### config.mk
export PLATFORM = sky130hd
export DESIGN_NAME = acd_top
export DESIGN_NICKNAME = d
export VERILOG_FILES = /design/src/design/acd_pkg.sv /design/src/design/acd_corr_if.sv /design/src/design/acd_corr.sv /design/src/design/acd_top.sv
export VERILOG_INCLUDE_DIRS = /design/src /design/src/design
export SDC_FILE = /design/constraint.sdc
export NUM_CORES = 1
export LEC_CHECK = 0
export ABC_AREA = 1
export BUFFER_PORTS_ARGS = -buffer_cell sky130_fd_sc_hd__buf_2
export CAP_MARGIN = 15
export CORE_MARGIN = 2
export CORE_UTILIZATION = 45
export CTS_CLUSTER_DIAMETER = 60
export CTS_CLUSTER_SIZE = 8
export DETAILED_ROUTE_END_ITERATION = 10
export SLEW_MARGIN = 20
export SYNTH_ARGS = -nofsm -noshare
export SYNTH_HDL_FRONTEND = slang
export SYNTH_SLANG_ARGS = --single-unit
### constraint.sdc
create_clock -name clk_i -period 8.6 [get_ports clk_i]
set_clock_uncertainty 0.2 [all_clocks]
set_input_delay 0.43 -clock clk_i [delete_from_list [all_inputs] [get_ports clk_i]]
set_output_delay 0.43 -clock clk_i [all_outputs]
set_load 0.02 [all_outputs]
### src/design/acd_defs.svh
// acd_defs.svh: offsets, field positions, reset values and constants of the correction/dma block
// assumes: included by bare name; definitions only
`ifndef ACD_DEFS_SVH
`define ACD_DEFS_SVH

// ****************************************************************
// register byte offsets
// ****************************************************************
`define ACD_OFS_CFG     8'h00
`define ACD_OFS_OFFSET  8'h04
`define ACD_OFS_GAIN    8'h08
`define ACD_OFS_DMABEG  8'h0C
`define ACD_OFS_DMASIZE 8'h10
`define ACD_OFS_DMACFG  8'h14
`define ACD_OFS_DMACUR  8'h18
`define ACD_OFS_FLAG    8'h1C
`define ACD_OFS_MASK    8'h20
`define ACD_OFS_DATA    8'h24

// ****************************************************************
// field positions
// ****************************************************************
`define ACD_CFG_ENABLE  0
`define ACD_CFG_PER_LO  1
`define ACD_CFG_PER_HI  3
`define ACD_CFG_MUXN_LO 4
`define ACD_CFG_MUXN_HI 7
`define ACD_CFG_MUXP_LO 8
`define ACD_CFG_MUXP_HI 11
`define ACD_CFG_REFOUT  12
`define ACD_DMA_LOAD    0
`define ACD_DMA_WRAP    1
`define ACD_DMA_RST     4
`define ACD_FLG_HALF    0
`define ACD_FLG_FULL    1
`define ACD_FLG_OVF     2
`define ACD_FLG_SAT     3
`define ACD_FLG_DATA    4

// ****************************************************************
// reset values and numeric limits
// ****************************************************************
`define ACD_RST_OFFSET  16'h0000
`define ACD_RST_GAIN    16'h8000
`define ACD_POS_LIMIT   16'h7FFF
`define ACD_NEG_LIMIT   16'h8000
`define ACD_MIN_CLOCKS  12'h020
`define ACD_FLAG_W      5

`endif

### src/design/acd_pkg.sv
// acd_pkg.sv: types shared by the correction/dma block
// assumes: nothing beyond a SystemVerilog compiler
package acd_pkg;
  // dma channel states, gray along idle -> run -> stop
  typedef enum logic [1:0] {
    ACD_IDLE = 2'b00,
    ACD_RUN  = 2'b01,
    ACD_STOP = 2'b11
  } acd_dma_state_t;
endpackage

### src/design/acd_corr_if.sv
// acd_corr_if.sv: carries the raw sample into the correction stage and the result back
// assumes: both ends on the same clock
interface acd_corr_if;
  logic        in_valid;
  logic [15:0] raw;
  logic [15:0] offset;
  logic [15:0] gain;
  logic        out_valid;
  logic [15:0] sample;
  logic        saturated;
  modport ctl  (output in_valid, output raw, output offset, output gain,
                input out_valid, input sample, input saturated);
  modport corr (input in_valid, input raw, input offset, input gain,
                output out_valid, output sample, output saturated);
endinterface

### src/design/acd_corr.sv
// acd_corr.sv: offset add, fixed-point gain with clamp, halving; one cycle of latency
// assumes: clk_i/rst_i shared with the controller
`include "acd_defs.svh"
module acd_corr (
  // clock and reset
  input  wire logic clk_i,
  input  wire logic rst_i,
  // correction channel
  acd_corr_if.corr  c
);
  logic signed [16:0] sum;
  logic signed [33:0] prod;
  logic signed [18:0] scaled;
  logic        [15:0] clamp;
  logic               sat;
  logic               valid_reg, valid_next;
  logic        [15:0] sample_reg, sample_next;
  logic               sat_reg, sat_next;

  // ****************************************************************
  // arithmetic
  // ****************************************************************
  always_comb begin
    sum    = 17'(signed'(c.raw)) + 17'(signed'(c.offset));
    prod   = 34'(sum) * signed'({18'h00000, c.gain});
    scaled = 19'(prod >>> 15);
    sat    = 1'b0;
    clamp  = scaled[15:0];
    if (scaled > 19'sh07FFF) begin
      clamp = `ACD_POS_LIMIT;
      sat   = 1'b1;
    end else if (scaled < -19'sh08000) begin
      clamp = `ACD_NEG_LIMIT;
      sat   = 1'b1;
    end
    valid_next  = c.in_valid;
    sample_next = c.in_valid ? {clamp[15], clamp[15:1]} : sample_reg;  // see
    sat_next    = c.in_valid & sat;
  end

  // result registers
  always_ff @(posedge clk_i) begin
    if (rst_i) begin
      valid_reg  <= 1'b0;
      sample_reg <= 16'h0000;
      sat_reg    <= 1'b0;
    end else begin
      valid_reg  <= valid_next;
      sample_reg <= sample_next;
      sat_reg    <= sat_next;
    end
  end

  assign c.out_valid = valid_reg;
  assign c.sample    = sample_reg;
  assign c.saturated = sat_reg;
endmodule

### src/design/acd_top.sv
// acd_top.sv: converter digital back end with correction, dma writer and wishbone registers
// assumes: modulator delivers done_i pulses with raw data on clk_i; ram write port acks
// Functional notes
// software sets converter pins to analog mode
// reference drive needs enable and analog pin
// add signed offset to raw result
// gain multiply, clamp to 16-bit, flag saturation
// halve corrected value for final sample
// gain is unsigned 1.15 fixed point
// reset offset zero, gain 0x8000
// dma writes each corrected sample to buffer
// software keeps buffer start address even
// buffer size counts 16-bit samples
// software resets channel then sets load
// wrap bit picks linear or auto-wrap
// linear stops at count, sets full
// linear: conversion after full sets overflow
// wrap mode returns pointer to start
// half and full flags per buffer half
// current write address readable
// input selects route analog inputs
// always differential; half reference for single-ended
// software writes converter configuration last
// flag cleared by writing one
// mask gates flags onto interrupt request
// result with dma disabled sets overflow
// period field 32 to 4096 clocks
// pointer steps two bytes; reset returns start
// clamped value goes into halving
`include "acd_defs.svh"
module acd_top #(
  parameter int AW = 32
) (
  // clock and reset
  input  wire logic          clk_i,
  input  wire logic          rst_i,
  // wishbone slave
  input  wire logic          wb_cyc_i,
  input  wire logic          wb_stb_i,
  input  wire logic          wb_we_i,
  input  wire logic [7:0]    wb_adr_i,
  input  wire logic [3:0]    wb_sel_i,
  input  wire logic [31:0]   wb_dat_i,
  output logic      [31:0]   wb_dat_o,
  output logic               wb_ack_o,
  // converter core
  input  wire logic          conv_done_i,
  input  wire logic [15:0]   conv_raw_i,
  input  wire logic          ref_pin_analog_i,
  output logic               conv_enable_o,
  output logic      [2:0]    sample_period_o,
  output logic      [3:0]    positive_input_select_o,
  output logic      [3:0]    negative_input_select_o,
  output logic               reference_pin_drive_o,
  output logic               irq_o,
  // ram write port
  output logic               ram_req_o,
  output logic      [AW-1:0] ram_addr_o,
  output logic      [15:0]   ram_data_o,
  input  wire logic          ram_ack_i
);
  acd_corr_if cif ();

  // ****************************************************************
  // state
  // ****************************************************************
  // register file
  logic [15:0] cfg_reg, cfg_next;
  logic [15:0] offset_reg, offset_next;
  logic [15:0] gain_reg, gain_next;
  logic [AW-1:0] beg_reg, beg_next;
  logic [15:0] size_reg, size_next;
  // dma channel
  logic        wrap_reg, wrap_next;
  logic [AW-1:0] cur_reg, cur_next;
  logic [15:0] cnt_reg, cnt_next;
  logic [`ACD_FLAG_W-1:0] flag_reg, flag_next;
  logic [`ACD_FLAG_W-1:0] mask_reg, mask_next;
  logic [15:0] data_reg, data_next;
  acd_pkg::acd_dma_state_t st_reg, st_next;
  logic        req_reg, req_next;
  logic [15:0] wdat_reg, wdat_next;
  // bus answer
  logic        ack_reg, ack_next;
  logic [31:0] rdat_reg, rdat_next;
  // pin and interrupt outputs
  logic        ref_s1_reg, ref_s2_reg;
  logic        drive_reg, drive_next;
  logic        irq_reg, irq_next;

  // scratch values of the next-state process
  logic        wr_hit;
  logic [31:0] wmask;
  logic [31:0] wval;
  logic [15:0] half_pt;
  logic [`ACD_FLAG_W-1:0] set_flags;
  logic [`ACD_FLAG_W-1:0] clr_flags;

  // ****************************************************************
  // correction stage
  // ****************************************************************
  assign cif.in_valid = conv_done_i & cfg_reg[`ACD_CFG_ENABLE];
  assign cif.raw      = conv_raw_i;   // left-aligned 16-bit result, see
  assign cif.offset   = offset_reg;
  assign cif.gain     = gain_reg;

  acd_corr u_corr (
    .clk_i (clk_i),
    .rst_i (rst_i),
    .c     (cif)
  );

  // reference pin level synchroniser; the pin is asynchronous, so only the
  // second stage feeds logic
  always_ff @(posedge clk_i) begin
    if (rst_i) begin
      ref_s1_reg <= 1'b0;
      ref_s2_reg <= 1'b0;
    end else begin
      ref_s1_reg <= ref_pin_analog_i;
      ref_s2_reg <= ref_s1_reg;
    end
  end

  // ****************************************************************
  // next-state logic
  // ****************************************************************
  always_comb begin
    // a write lands at the edge that also samples ack high, as the master expects
    wr_hit      = wb_cyc_i & wb_stb_i & wb_we_i & ack_reg;
    wmask       = {{8{wb_sel_i[3]}}, {8{wb_sel_i[2]}}, {8{wb_sel_i[1]}}, {8{wb_sel_i[0]}}};
    wval        = wb_dat_i & wmask;
    half_pt     = size_reg >> 1;
    cfg_next    = cfg_reg;
    offset_next = offset_reg;
    gain_next   = gain_reg;
    beg_next    = beg_reg;
    size_next   = size_reg;
    wrap_next   = wrap_reg;
    mask_next   = mask_reg;
    cur_next    = cur_reg;
    cnt_next    = cnt_reg;
    st_next     = st_reg;
    req_next    = req_reg;
    wdat_next   = wdat_reg;
    data_next   = cif.out_valid ? cif.sample : data_reg;
    set_flags   = '0;
    clr_flags   = '0;
    if (cif.saturated)
      set_flags[`ACD_FLG_SAT] = 1'b1;
    if (cif.out_valid)
      set_flags[`ACD_FLG_DATA] = 1'b1;
    // register writes
    if (wr_hit) begin
      case (wb_adr_i)
        `ACD_OFS_CFG:     cfg_next    = (cfg_reg & ~wmask[15:0]) | wval[15:0];
        `ACD_OFS_OFFSET:  offset_next = (offset_reg & ~wmask[15:0]) | wval[15:0];
        `ACD_OFS_GAIN:    gain_next   = (gain_reg & ~wmask[15:0]) | wval[15:0];
        `ACD_OFS_DMABEG:  beg_next    = (beg_reg & ~wmask[AW-1:0]) | wval[AW-1:0];
        `ACD_OFS_DMASIZE: size_next   = (size_reg & ~wmask[15:0]) | wval[15:0];
        `ACD_OFS_MASK:    mask_next   = wval[`ACD_FLAG_W-1:0] |
                                        (mask_reg & ~wmask[`ACD_FLAG_W-1:0]);
        `ACD_OFS_FLAG:    clr_flags   = wval[`ACD_FLAG_W-1:0];
        // reset wins over load when both bits are written
        `ACD_OFS_DMACFG: begin
          if (wb_sel_i[0]) begin
            wrap_next = wb_dat_i[`ACD_DMA_WRAP];
            if (wb_dat_i[`ACD_DMA_RST]) begin
              st_next  = acd_pkg::ACD_IDLE;
              cur_next = beg_reg;
              cnt_next = 16'h0000;
              req_next = 1'b0;
            end else if (wb_dat_i[`ACD_DMA_LOAD]) begin
              st_next  = acd_pkg::ACD_RUN;
              cur_next = beg_reg;
              cnt_next = 16'h0000;
            end
          end
        end
        default: ;
      endcase
    end
    // dma: ram write completion advances pointer and count
    if (req_reg & ram_ack_i) begin
      req_next = 1'b0;
      cnt_next = cnt_reg + 16'h0001;
      cur_next = cur_reg + AW'(2);
      if (cnt_reg + 16'h0001 == half_pt)
        set_flags[`ACD_FLG_HALF] = 1'b1;
      if (cnt_reg + 16'h0001 >= size_reg) begin
        set_flags[`ACD_FLG_FULL] = 1'b1;                          // see
        if (wrap_reg) begin
          cur_next = beg_reg;
          cnt_next = 16'h0000;
        end else begin
          st_next = acd_pkg::ACD_STOP;
        end
      end
    end
    // new sample launches a write or counts as overflow
    if (cif.out_valid) begin
      case (st_reg)
        acd_pkg::ACD_RUN: begin
          if (!req_reg) begin
            req_next  = 1'b1;
            wdat_next = cif.sample;
          end else begin
            set_flags[`ACD_FLG_OVF] = 1'b1;
          end
        end
        acd_pkg::ACD_STOP: set_flags[`ACD_FLG_OVF] = 1'b1;
        default:           set_flags[`ACD_FLG_OVF] = 1'b1;
      endcase
    end
    // switching the converter off ends a running transfer; only the falling
    // enable counts, so a channel loaded before the converter starts stays armed,
    // and a write already in flight still completes
    if (cfg_reg[`ACD_CFG_ENABLE] && !cfg_next[`ACD_CFG_ENABLE] &&
        st_reg == acd_pkg::ACD_RUN)
      st_next = acd_pkg::ACD_IDLE;
    // a hardware set beats a software clear in the same cycle
    flag_next  = (flag_reg & ~clr_flags) | set_flags;
    irq_next   = |(flag_next & mask_next);
    drive_next = cfg_reg[`ACD_CFG_REFOUT] & cfg_reg[`ACD_CFG_ENABLE] & ref_s2_reg;
    // bus answer, one wait state: read data is captured at the taking edge
    // and shown only while ack stands
    ack_next  = wb_cyc_i & wb_stb_i & ~ack_reg;
    rdat_next = 32'h0000_0000;
    if (wb_cyc_i & wb_stb_i & ~wb_we_i & ~ack_reg) begin
      case (wb_adr_i)
        `ACD_OFS_CFG:     rdat_next = {16'h0000, cfg_reg};
        `ACD_OFS_OFFSET:  rdat_next = {16'h0000, offset_reg};
        `ACD_OFS_GAIN:    rdat_next = {16'h0000, gain_reg};
        `ACD_OFS_DMABEG:  rdat_next = 32'(beg_reg);
        `ACD_OFS_DMASIZE: rdat_next = {16'h0000, size_reg};
        `ACD_OFS_DMACFG:  rdat_next = 32'({wrap_reg, st_reg == acd_pkg::ACD_RUN});
        `ACD_OFS_DMACUR:  rdat_next = 32'(cur_reg);
        `ACD_OFS_FLAG:    rdat_next = 32'(flag_reg);
        `ACD_OFS_MASK:    rdat_next = 32'(mask_reg);
        `ACD_OFS_DATA:    rdat_next = {16'h0000, data_reg};
        default:          rdat_next = 32'h0000_0000;
      endcase
    end
  end

  // ****************************************************************
  // registers
  // ****************************************************************
  always_ff @(posedge clk_i) begin
    if (rst_i) begin
      cfg_reg    <= 16'h0000;
      offset_reg <= `ACD_RST_OFFSET;
      gain_reg   <= `ACD_RST_GAIN;
      beg_reg    <= '0;
      size_reg   <= 16'h0000;
      wrap_reg   <= 1'b0;
      cur_reg    <= '0;
      cnt_reg    <= 16'h0000;
      flag_reg   <= '0;
      mask_reg   <= '0;
      data_reg   <= 16'h0000;
      st_reg     <= acd_pkg::ACD_IDLE;
      req_reg    <= 1'b0;
      wdat_reg   <= 16'h0000;
      ack_reg    <= 1'b0;
      rdat_reg   <= 32'h0000_0000;
      drive_reg  <= 1'b0;
      irq_reg    <= 1'b0;
    end else begin
      cfg_reg    <= cfg_next;
      offset_reg <= offset_next;
      gain_reg   <= gain_next;
      beg_reg    <= beg_next;
      size_reg   <= size_next;
      wrap_reg   <= wrap_next;
      cur_reg    <= cur_next;
      cnt_reg    <= cnt_next;
      flag_reg   <= flag_next;
      mask_reg   <= mask_next;
      data_reg   <= data_next;
      st_reg     <= st_next;
      req_reg    <= req_next;
      wdat_reg   <= wdat_next;
      ack_reg    <= ack_next;
      rdat_reg   <= rdat_next;
      drive_reg  <= drive_next;
      irq_reg    <= irq_next;
    end
  end

  // outputs straight from flip-flops; inputs always differential, see
  assign wb_dat_o                = rdat_reg;
  assign wb_ack_o                = ack_reg;
  assign conv_enable_o           = cfg_reg[`ACD_CFG_ENABLE];
  assign sample_period_o         = cfg_reg[`ACD_CFG_PER_HI:`ACD_CFG_PER_LO];
  assign positive_input_select_o = cfg_reg[`ACD_CFG_MUXP_HI:`ACD_CFG_MUXP_LO];
  assign negative_input_select_o = cfg_reg[`ACD_CFG_MUXN_HI:`ACD_CFG_MUXN_LO];
  assign reference_pin_drive_o   = drive_reg;
  assign irq_o                   = irq_reg;
  assign ram_req_o               = req_reg;
  assign ram_addr_o              = cur_reg;
  assign ram_data_o              = wdat_reg;
endmodule

**Word level (Yosys, flattened, before mapping)**

Cells that the tools add are included.

- Word-level logic and storage cells: 147
- Register bits: 242
- Output and inout bits: 96
- Input port bits: 68

- Bitwise operators: 35
- Mux-type cells: 51
- Reduce and logical (&&, ||, !) cells: 19
- $mul: 1
- Eq/ne operators: 11
- $lt $le $gt $ge: 3
- Add/subtract/negate cells: 3

Operators by type and width:

| kind | count |
|---|---|
| one-hot mux 32 bit (10 select lines) | 1 |
| 2-to-1 mux 32 bit | 8 |
| 2-to-1 mux 16 bit | 10 |
| AND 16 bit | 4 |
| AND 32 bit | 2 |
| OR 16 bit | 4 |
| multiplier 17 x 17 -> 34 bit | 1 |
| adder 32 x 2 -> 32 bit, second input constant | 1 |
| equality test 8 x 5 -> 1 bit, second input constant | 4 |
| NOT 32 bit | 1 |
| OR 32 bit | 1 |
| 2-to-1 mux 5 bit | 4 |
| > comparator 19 x 16 -> 1 bit, second input constant | 1 |
| < comparator 19 x 16 -> 1 bit, second input constant | 1 |
| 2-to-1 mux 1 bit | 19 |
| 2-to-1 mux 2 bit | 9 |
| adder 16 x 16 -> 17 bit | 1 |
| adder 16 x 1 -> 16 bit, second input constant | 1 |
| equality test 16 x 15 -> 1 bit | 1 |
| equality test 8 x 4 -> 1 bit, second input constant | 2 |
| equality test 8 x 6 -> 1 bit, second input constant | 2 |
| >= comparator 16 bit | 1 |
| NOT 16 bit | 1 |
| AND 5 bit | 3 |
| 16 further kinds | 40 |

**Longest topological paths before layout**

- Depth in word-level cells: 9
- Gate-level depth with buffers: 43

**Modules after synthesis**

A second synthesis with hierarchy kept.

- Cells, all modules: 3,231
- Area total of the unflattened synthesis: 23,570.1 µm²

Modules (own cells, without submodules):

| module | cells each | times used | area each (µm²) |
|---|---|---|---|
| acd_corr | 1,649 | 1 | 12,534.5 |
| acd_top | 1,582 | 1 | 11,035.6 |

**Worst setup path after synthesis**

Ideal clock, no wire load.

- Path type: input to register
- Start: input port conv_raw_i[0]
- End: register u_corr.sample_reg[10] (netlist: u_corr.c.sample[10])
- Path buffers: 2
- Arrival time: 7.330 ns
- Setup time: 0.119 ns
- Setup slack: 0.951 ns
- Data required time: 8.281 ns
- Stages: 38
- Path through: ha_1 -> inv_1 -> fa_1 -> inv_1 -> a21oi_1 -> o21ai_1 -> a21o_1 -> nand3_1 -> nand3_1 -> nand2_2 -> nor2_1 -> inv_1 -> fa_1 -> inv_1 -> fa_1 -> buf_1 -> xnor2_1 -> ha_1 -> [... 2 more ...] -> inv_1 -> fa_1 -> inv_1 -> fa_1 -> inv_1 -> ha_1 -> inv_1 -> nor3_1 -> nand2_1 -> nor4_2 -> nand2_1 -> nand2_1 -> nand2_1 -> nand2_1 -> nand3_1 -> a21oi_2 -> buf_6 -> a21oi_1

- Cells in the longest elaborated chain, start to end: 5
- Elaborated cells on any way between the ends: 6
- Those cells by class: 1 x add/sub; 1 x mul; 2 x order compare; 2 x mux

Ends and longest elaborated chain:

| item | RTL line | source |
|---|---|---|
| start: declaration | acd_top.sv:48 | `input wire logic [15:0] conv_raw_i,` |
| adder 16 x 16 -> 17 bit * | acd_corr.sv:24 | `sum = 17'(signed'(c.raw)) + 17'(signed'(c.offset));` |
| multiplier 17 x 17 -> 34 bit * | acd_corr.sv:25 | `prod = 34'(sum) * signed'({18'h00000, c.gain});` |
| < comparator 19 x 16 -> 1 bit | acd_corr.sv:32 | `end else if (scaled < -19'sh08000) begin` |
| 2-to-1 mux 16 bit | acd_corr.sv:32 |  |
| 2-to-1 mux 16 bit * | acd_corr.sv:29 | `if (scaled > 19'sh07FFF) begin` |
| end signal: assignment | acd_corr.sv:49 | `sample_reg <= sample_next;` |
| end: declaration | acd_corr.sv:17 | `logic [15:0] sample_reg, sample_next;` |

Every way passes the cells marked *; elsewhere a longest branch is shown, timed or not.
A chain may end at the register's enable or synchronous reset.

==> flow_summary.ini <==
[outcome]
result_of_the_run = completed

[synth]
synth_top_cell_area_share_pct = 23.8
yosysMostFrequentCell = nand2_1
synth_warnings = 0
synth-seq-cells = 242
yosysTopAreaCell = fa_1
synth_cells = 3052
syn-num-nets = 3512
synth_enable_flop_cells = 0
yosys.cell_types.count = 53
synthArstFlopShare_pct = 0
syn_area_um2 = 22700
synth_top_cells_by_count = nand2_1 (636), inv_1 (595), nor2_1 (280)
synth_sequential_area_ratio_pct = 21.4
syn_avg_cell_area_um2 = 7.43
synth.area.top_cells = fa_1 (24%), dfxtp_1 (21%), nand2_1 (11%)
ys_dominant_reg_cell = dfxtp_1

[sta]
share_of_the_clock_period_used_by_the_worst_path_after_layout_pct = 94.6
worstMarginPinSlew_ps = 941
hold_violations = 0
clock.fmax_mhz = 123
final_period_minus_worst_setup_slack_ps = 8130
timing_max_transition_violations_final = 0
setup_violations = 0
timing.max_slew.rel_slack_pct = 35.6
layout_setup_ws_ps = 466

[clock_network]
clock_tree.htree_level_count = 2
cts-root-to-sink-buffers = 3
insertion_delay_ps = 530
number_of_buffers_inserted_during_clock_tree_synthesis = 36
ctsRootBufferMaster = clkbuf_16
clkTransAtPathRegs_ps = 50
numClockSinks = 242
cts_tree = yes

[critical_path]
worst_ep_arrival_time_ps = 8330
cp_dominant_cell_by_count = fa_1
crit_path_end = u_corr.c.sample[2]
startpoint_to_endpoint_class_of_the_critical_path = reg -> reg
r2r-end = u_corr.c.sample[2]
timing.critical_path.to_type = register
worst_r2r_path_depth = 35
timing.critical_path.slowest_stage_cell = fa_1
cp_startpoint_kind = register
data_required_critical_path_ps = 8790
crit_path_max_fanout = 14
reg2reg_setup_slack_ps = 470
timing.critical_path.slowest_cell_delay_ps = 550

[global_route]
first_pass_grt_wire_length_um = 119000
overall_global_routing_usage_pct = 29.1
grt_antenna_before_repair = 0
first_global_vias = 20600
globalRoute.totalOverflow = 0
pin_count_of_the_biggest_net_entering_global_routing = 84

[cells_and_area]
final_nets = 3656
layout.filler_cells = 5001
final_cells = 3872
synthToLayoutAreaGrowth_pct = 11.7
fin_util_pct = 50.7
drive_gt1_share_pct = 10.0
final_area_um2 = 25300

[placed_design]
io_buffer_count = 163
place_congestion = 0.914
dp_hpwl_um = 60400
place_area_um2 = 24100
dp_cells = 3814
dpl_worst_slack_ps = 175

[power_and_ir_drop]
report.power.total_mw = 2.58
power.leakage_nw = 12.1
power-per-cell-area_nw_per_um2 = 102
vdd_ir_drop_max_uv = 115

[drt]
via_per_inst = 5.33
route.antenna.remaining_nets = 0
wirelength_um = 74700
drc = 0
routed_wire_length_per_instance_um = 19.3
drt_iter0_markers = 1864
detailedRoute.firstPassIterationCount = 6
detailroute.via_count = 20700

[floorplanning]
placement_rows = 82
io_pins = 164
floorplan.die.width_um = 228
initial_utilization_pct = 45.4
die_area_um2 = 52200
core-area_um2 = 50000
die_height_um = 228

[worst_hold_path]
timing.hold.worst.class = in -> reg

[run]
max-cap-violations = 0
critical path: cells and delay by family, from the launching register on:
family                   cells  cell delay (ps)
AO/OA/AOI/OAI                9             1480
adder cells (fa/ha/maj)      9             3980
buffers and inverters        8              770
flip-flops                   1              380
AND/OR/NAND/NOR              9             1210
timing repair:
item / in CTS / in global routing
resized for setup: 0 / 18
endpoints found under the setup margin: 0 / 16
buffers inserted: 0 / 2
hold endpoints to repair: 14 / 0
hold buffers: 14 / 0
area by class of cell:
type	instances	area [um2]	area share [%]
multi-input combinational	2090	15100	59.7
sequential	242	4840	19.1
inverter	614	2310	9.13
timing repair buffer	212	1230	4.87
clock buffer	38	951	3.76
tap	672	841	3.32
clock inverter	2	25.0	0.0989
antenna	2	5.00	0.0198
kinds of logic after synthesis:
group                      after synthesis  synth area share, %
adders and majority gates              392                 30.5
and+or+nand+nor                       1159                 21.4
buffers and inverters                  720                 12.3
DFF                                    242                 21.4
AOI/OAI and AO/OA                      470                 11.6
xor gates and xnor gates                69                 2.79
how the worst min path moves through the flow:
stage                             from  slack [ps]         end  cells past startpoint
after floorplan             ref_s1_reg         190  ref_s2_reg                      2
final                     wb_dat_i[19]          10    register                      3
after global placement      ref_s1_reg         210  ref_s2_reg                      2
after global routing      wb_dat_i[18]          10    register                      3
after detailed placement    ref_s1_reg         210  ref_s2_reg                      2
after CTS                     wb_stb_i           2    wb_ack_o                      3
power breakdown:
group | switching (mW) | leakage, nW | internal, mW
Clock | 0.494 | 0.479 | 0.774
Combinational | 0.128 | 9.67 | 0.0555
Sequential | 0.000444 | 1.95 | 1.12
layout by cell type (no fill, tap or decap), types with 6 or more instances in the layout:
cell type,instances
o21ai_0,118
a31oi_1,10
inv_1,593
o22ai_1,24
nand2_2,7
or2_2,19
nand2_1,635
nor3_2,6
clkbuf_16,38
nand4_1,14
nand3_1,141
nor2_2,13
dfxtp_1,242
nor3_1,24
a21oi_1,229
a211oi_1,43
buf_4,35
clkinv_1,7
nor4_1,6
a21o_1,7
inv_2,12
ha_1,123
a2111oi_0,6
dlygate4sd3_1,14
nor2_1,275
xnor2_1,22
fa_1,267
xor2_1,45
buf_2,162
o21bai_1,8
stage by stage:
step | TNS (ps) | hold slack (ps)
2_1_floorplan | 0 | 188
3_3_place_gp | 0 | 205
3_5_place_dp | 0 | 207
4_1_cts | 0 | 1.84
5_1_grt | -76.5 | 13.9
6_report | 0 | 10.9
routing by layer:
metal / GRT usage [%] / share of wire (%) / vias up
met2: 44.9 / 44 / 831
met4: 8.05 / 3.1 / 0
met1: 41.5 / 44 / 9958
li1: - / - / 9727
met5: 0 / 0 / -
met3: 6.13 / 9.0 / 136
Note: power is estimated with default switching activity, not from simulation.
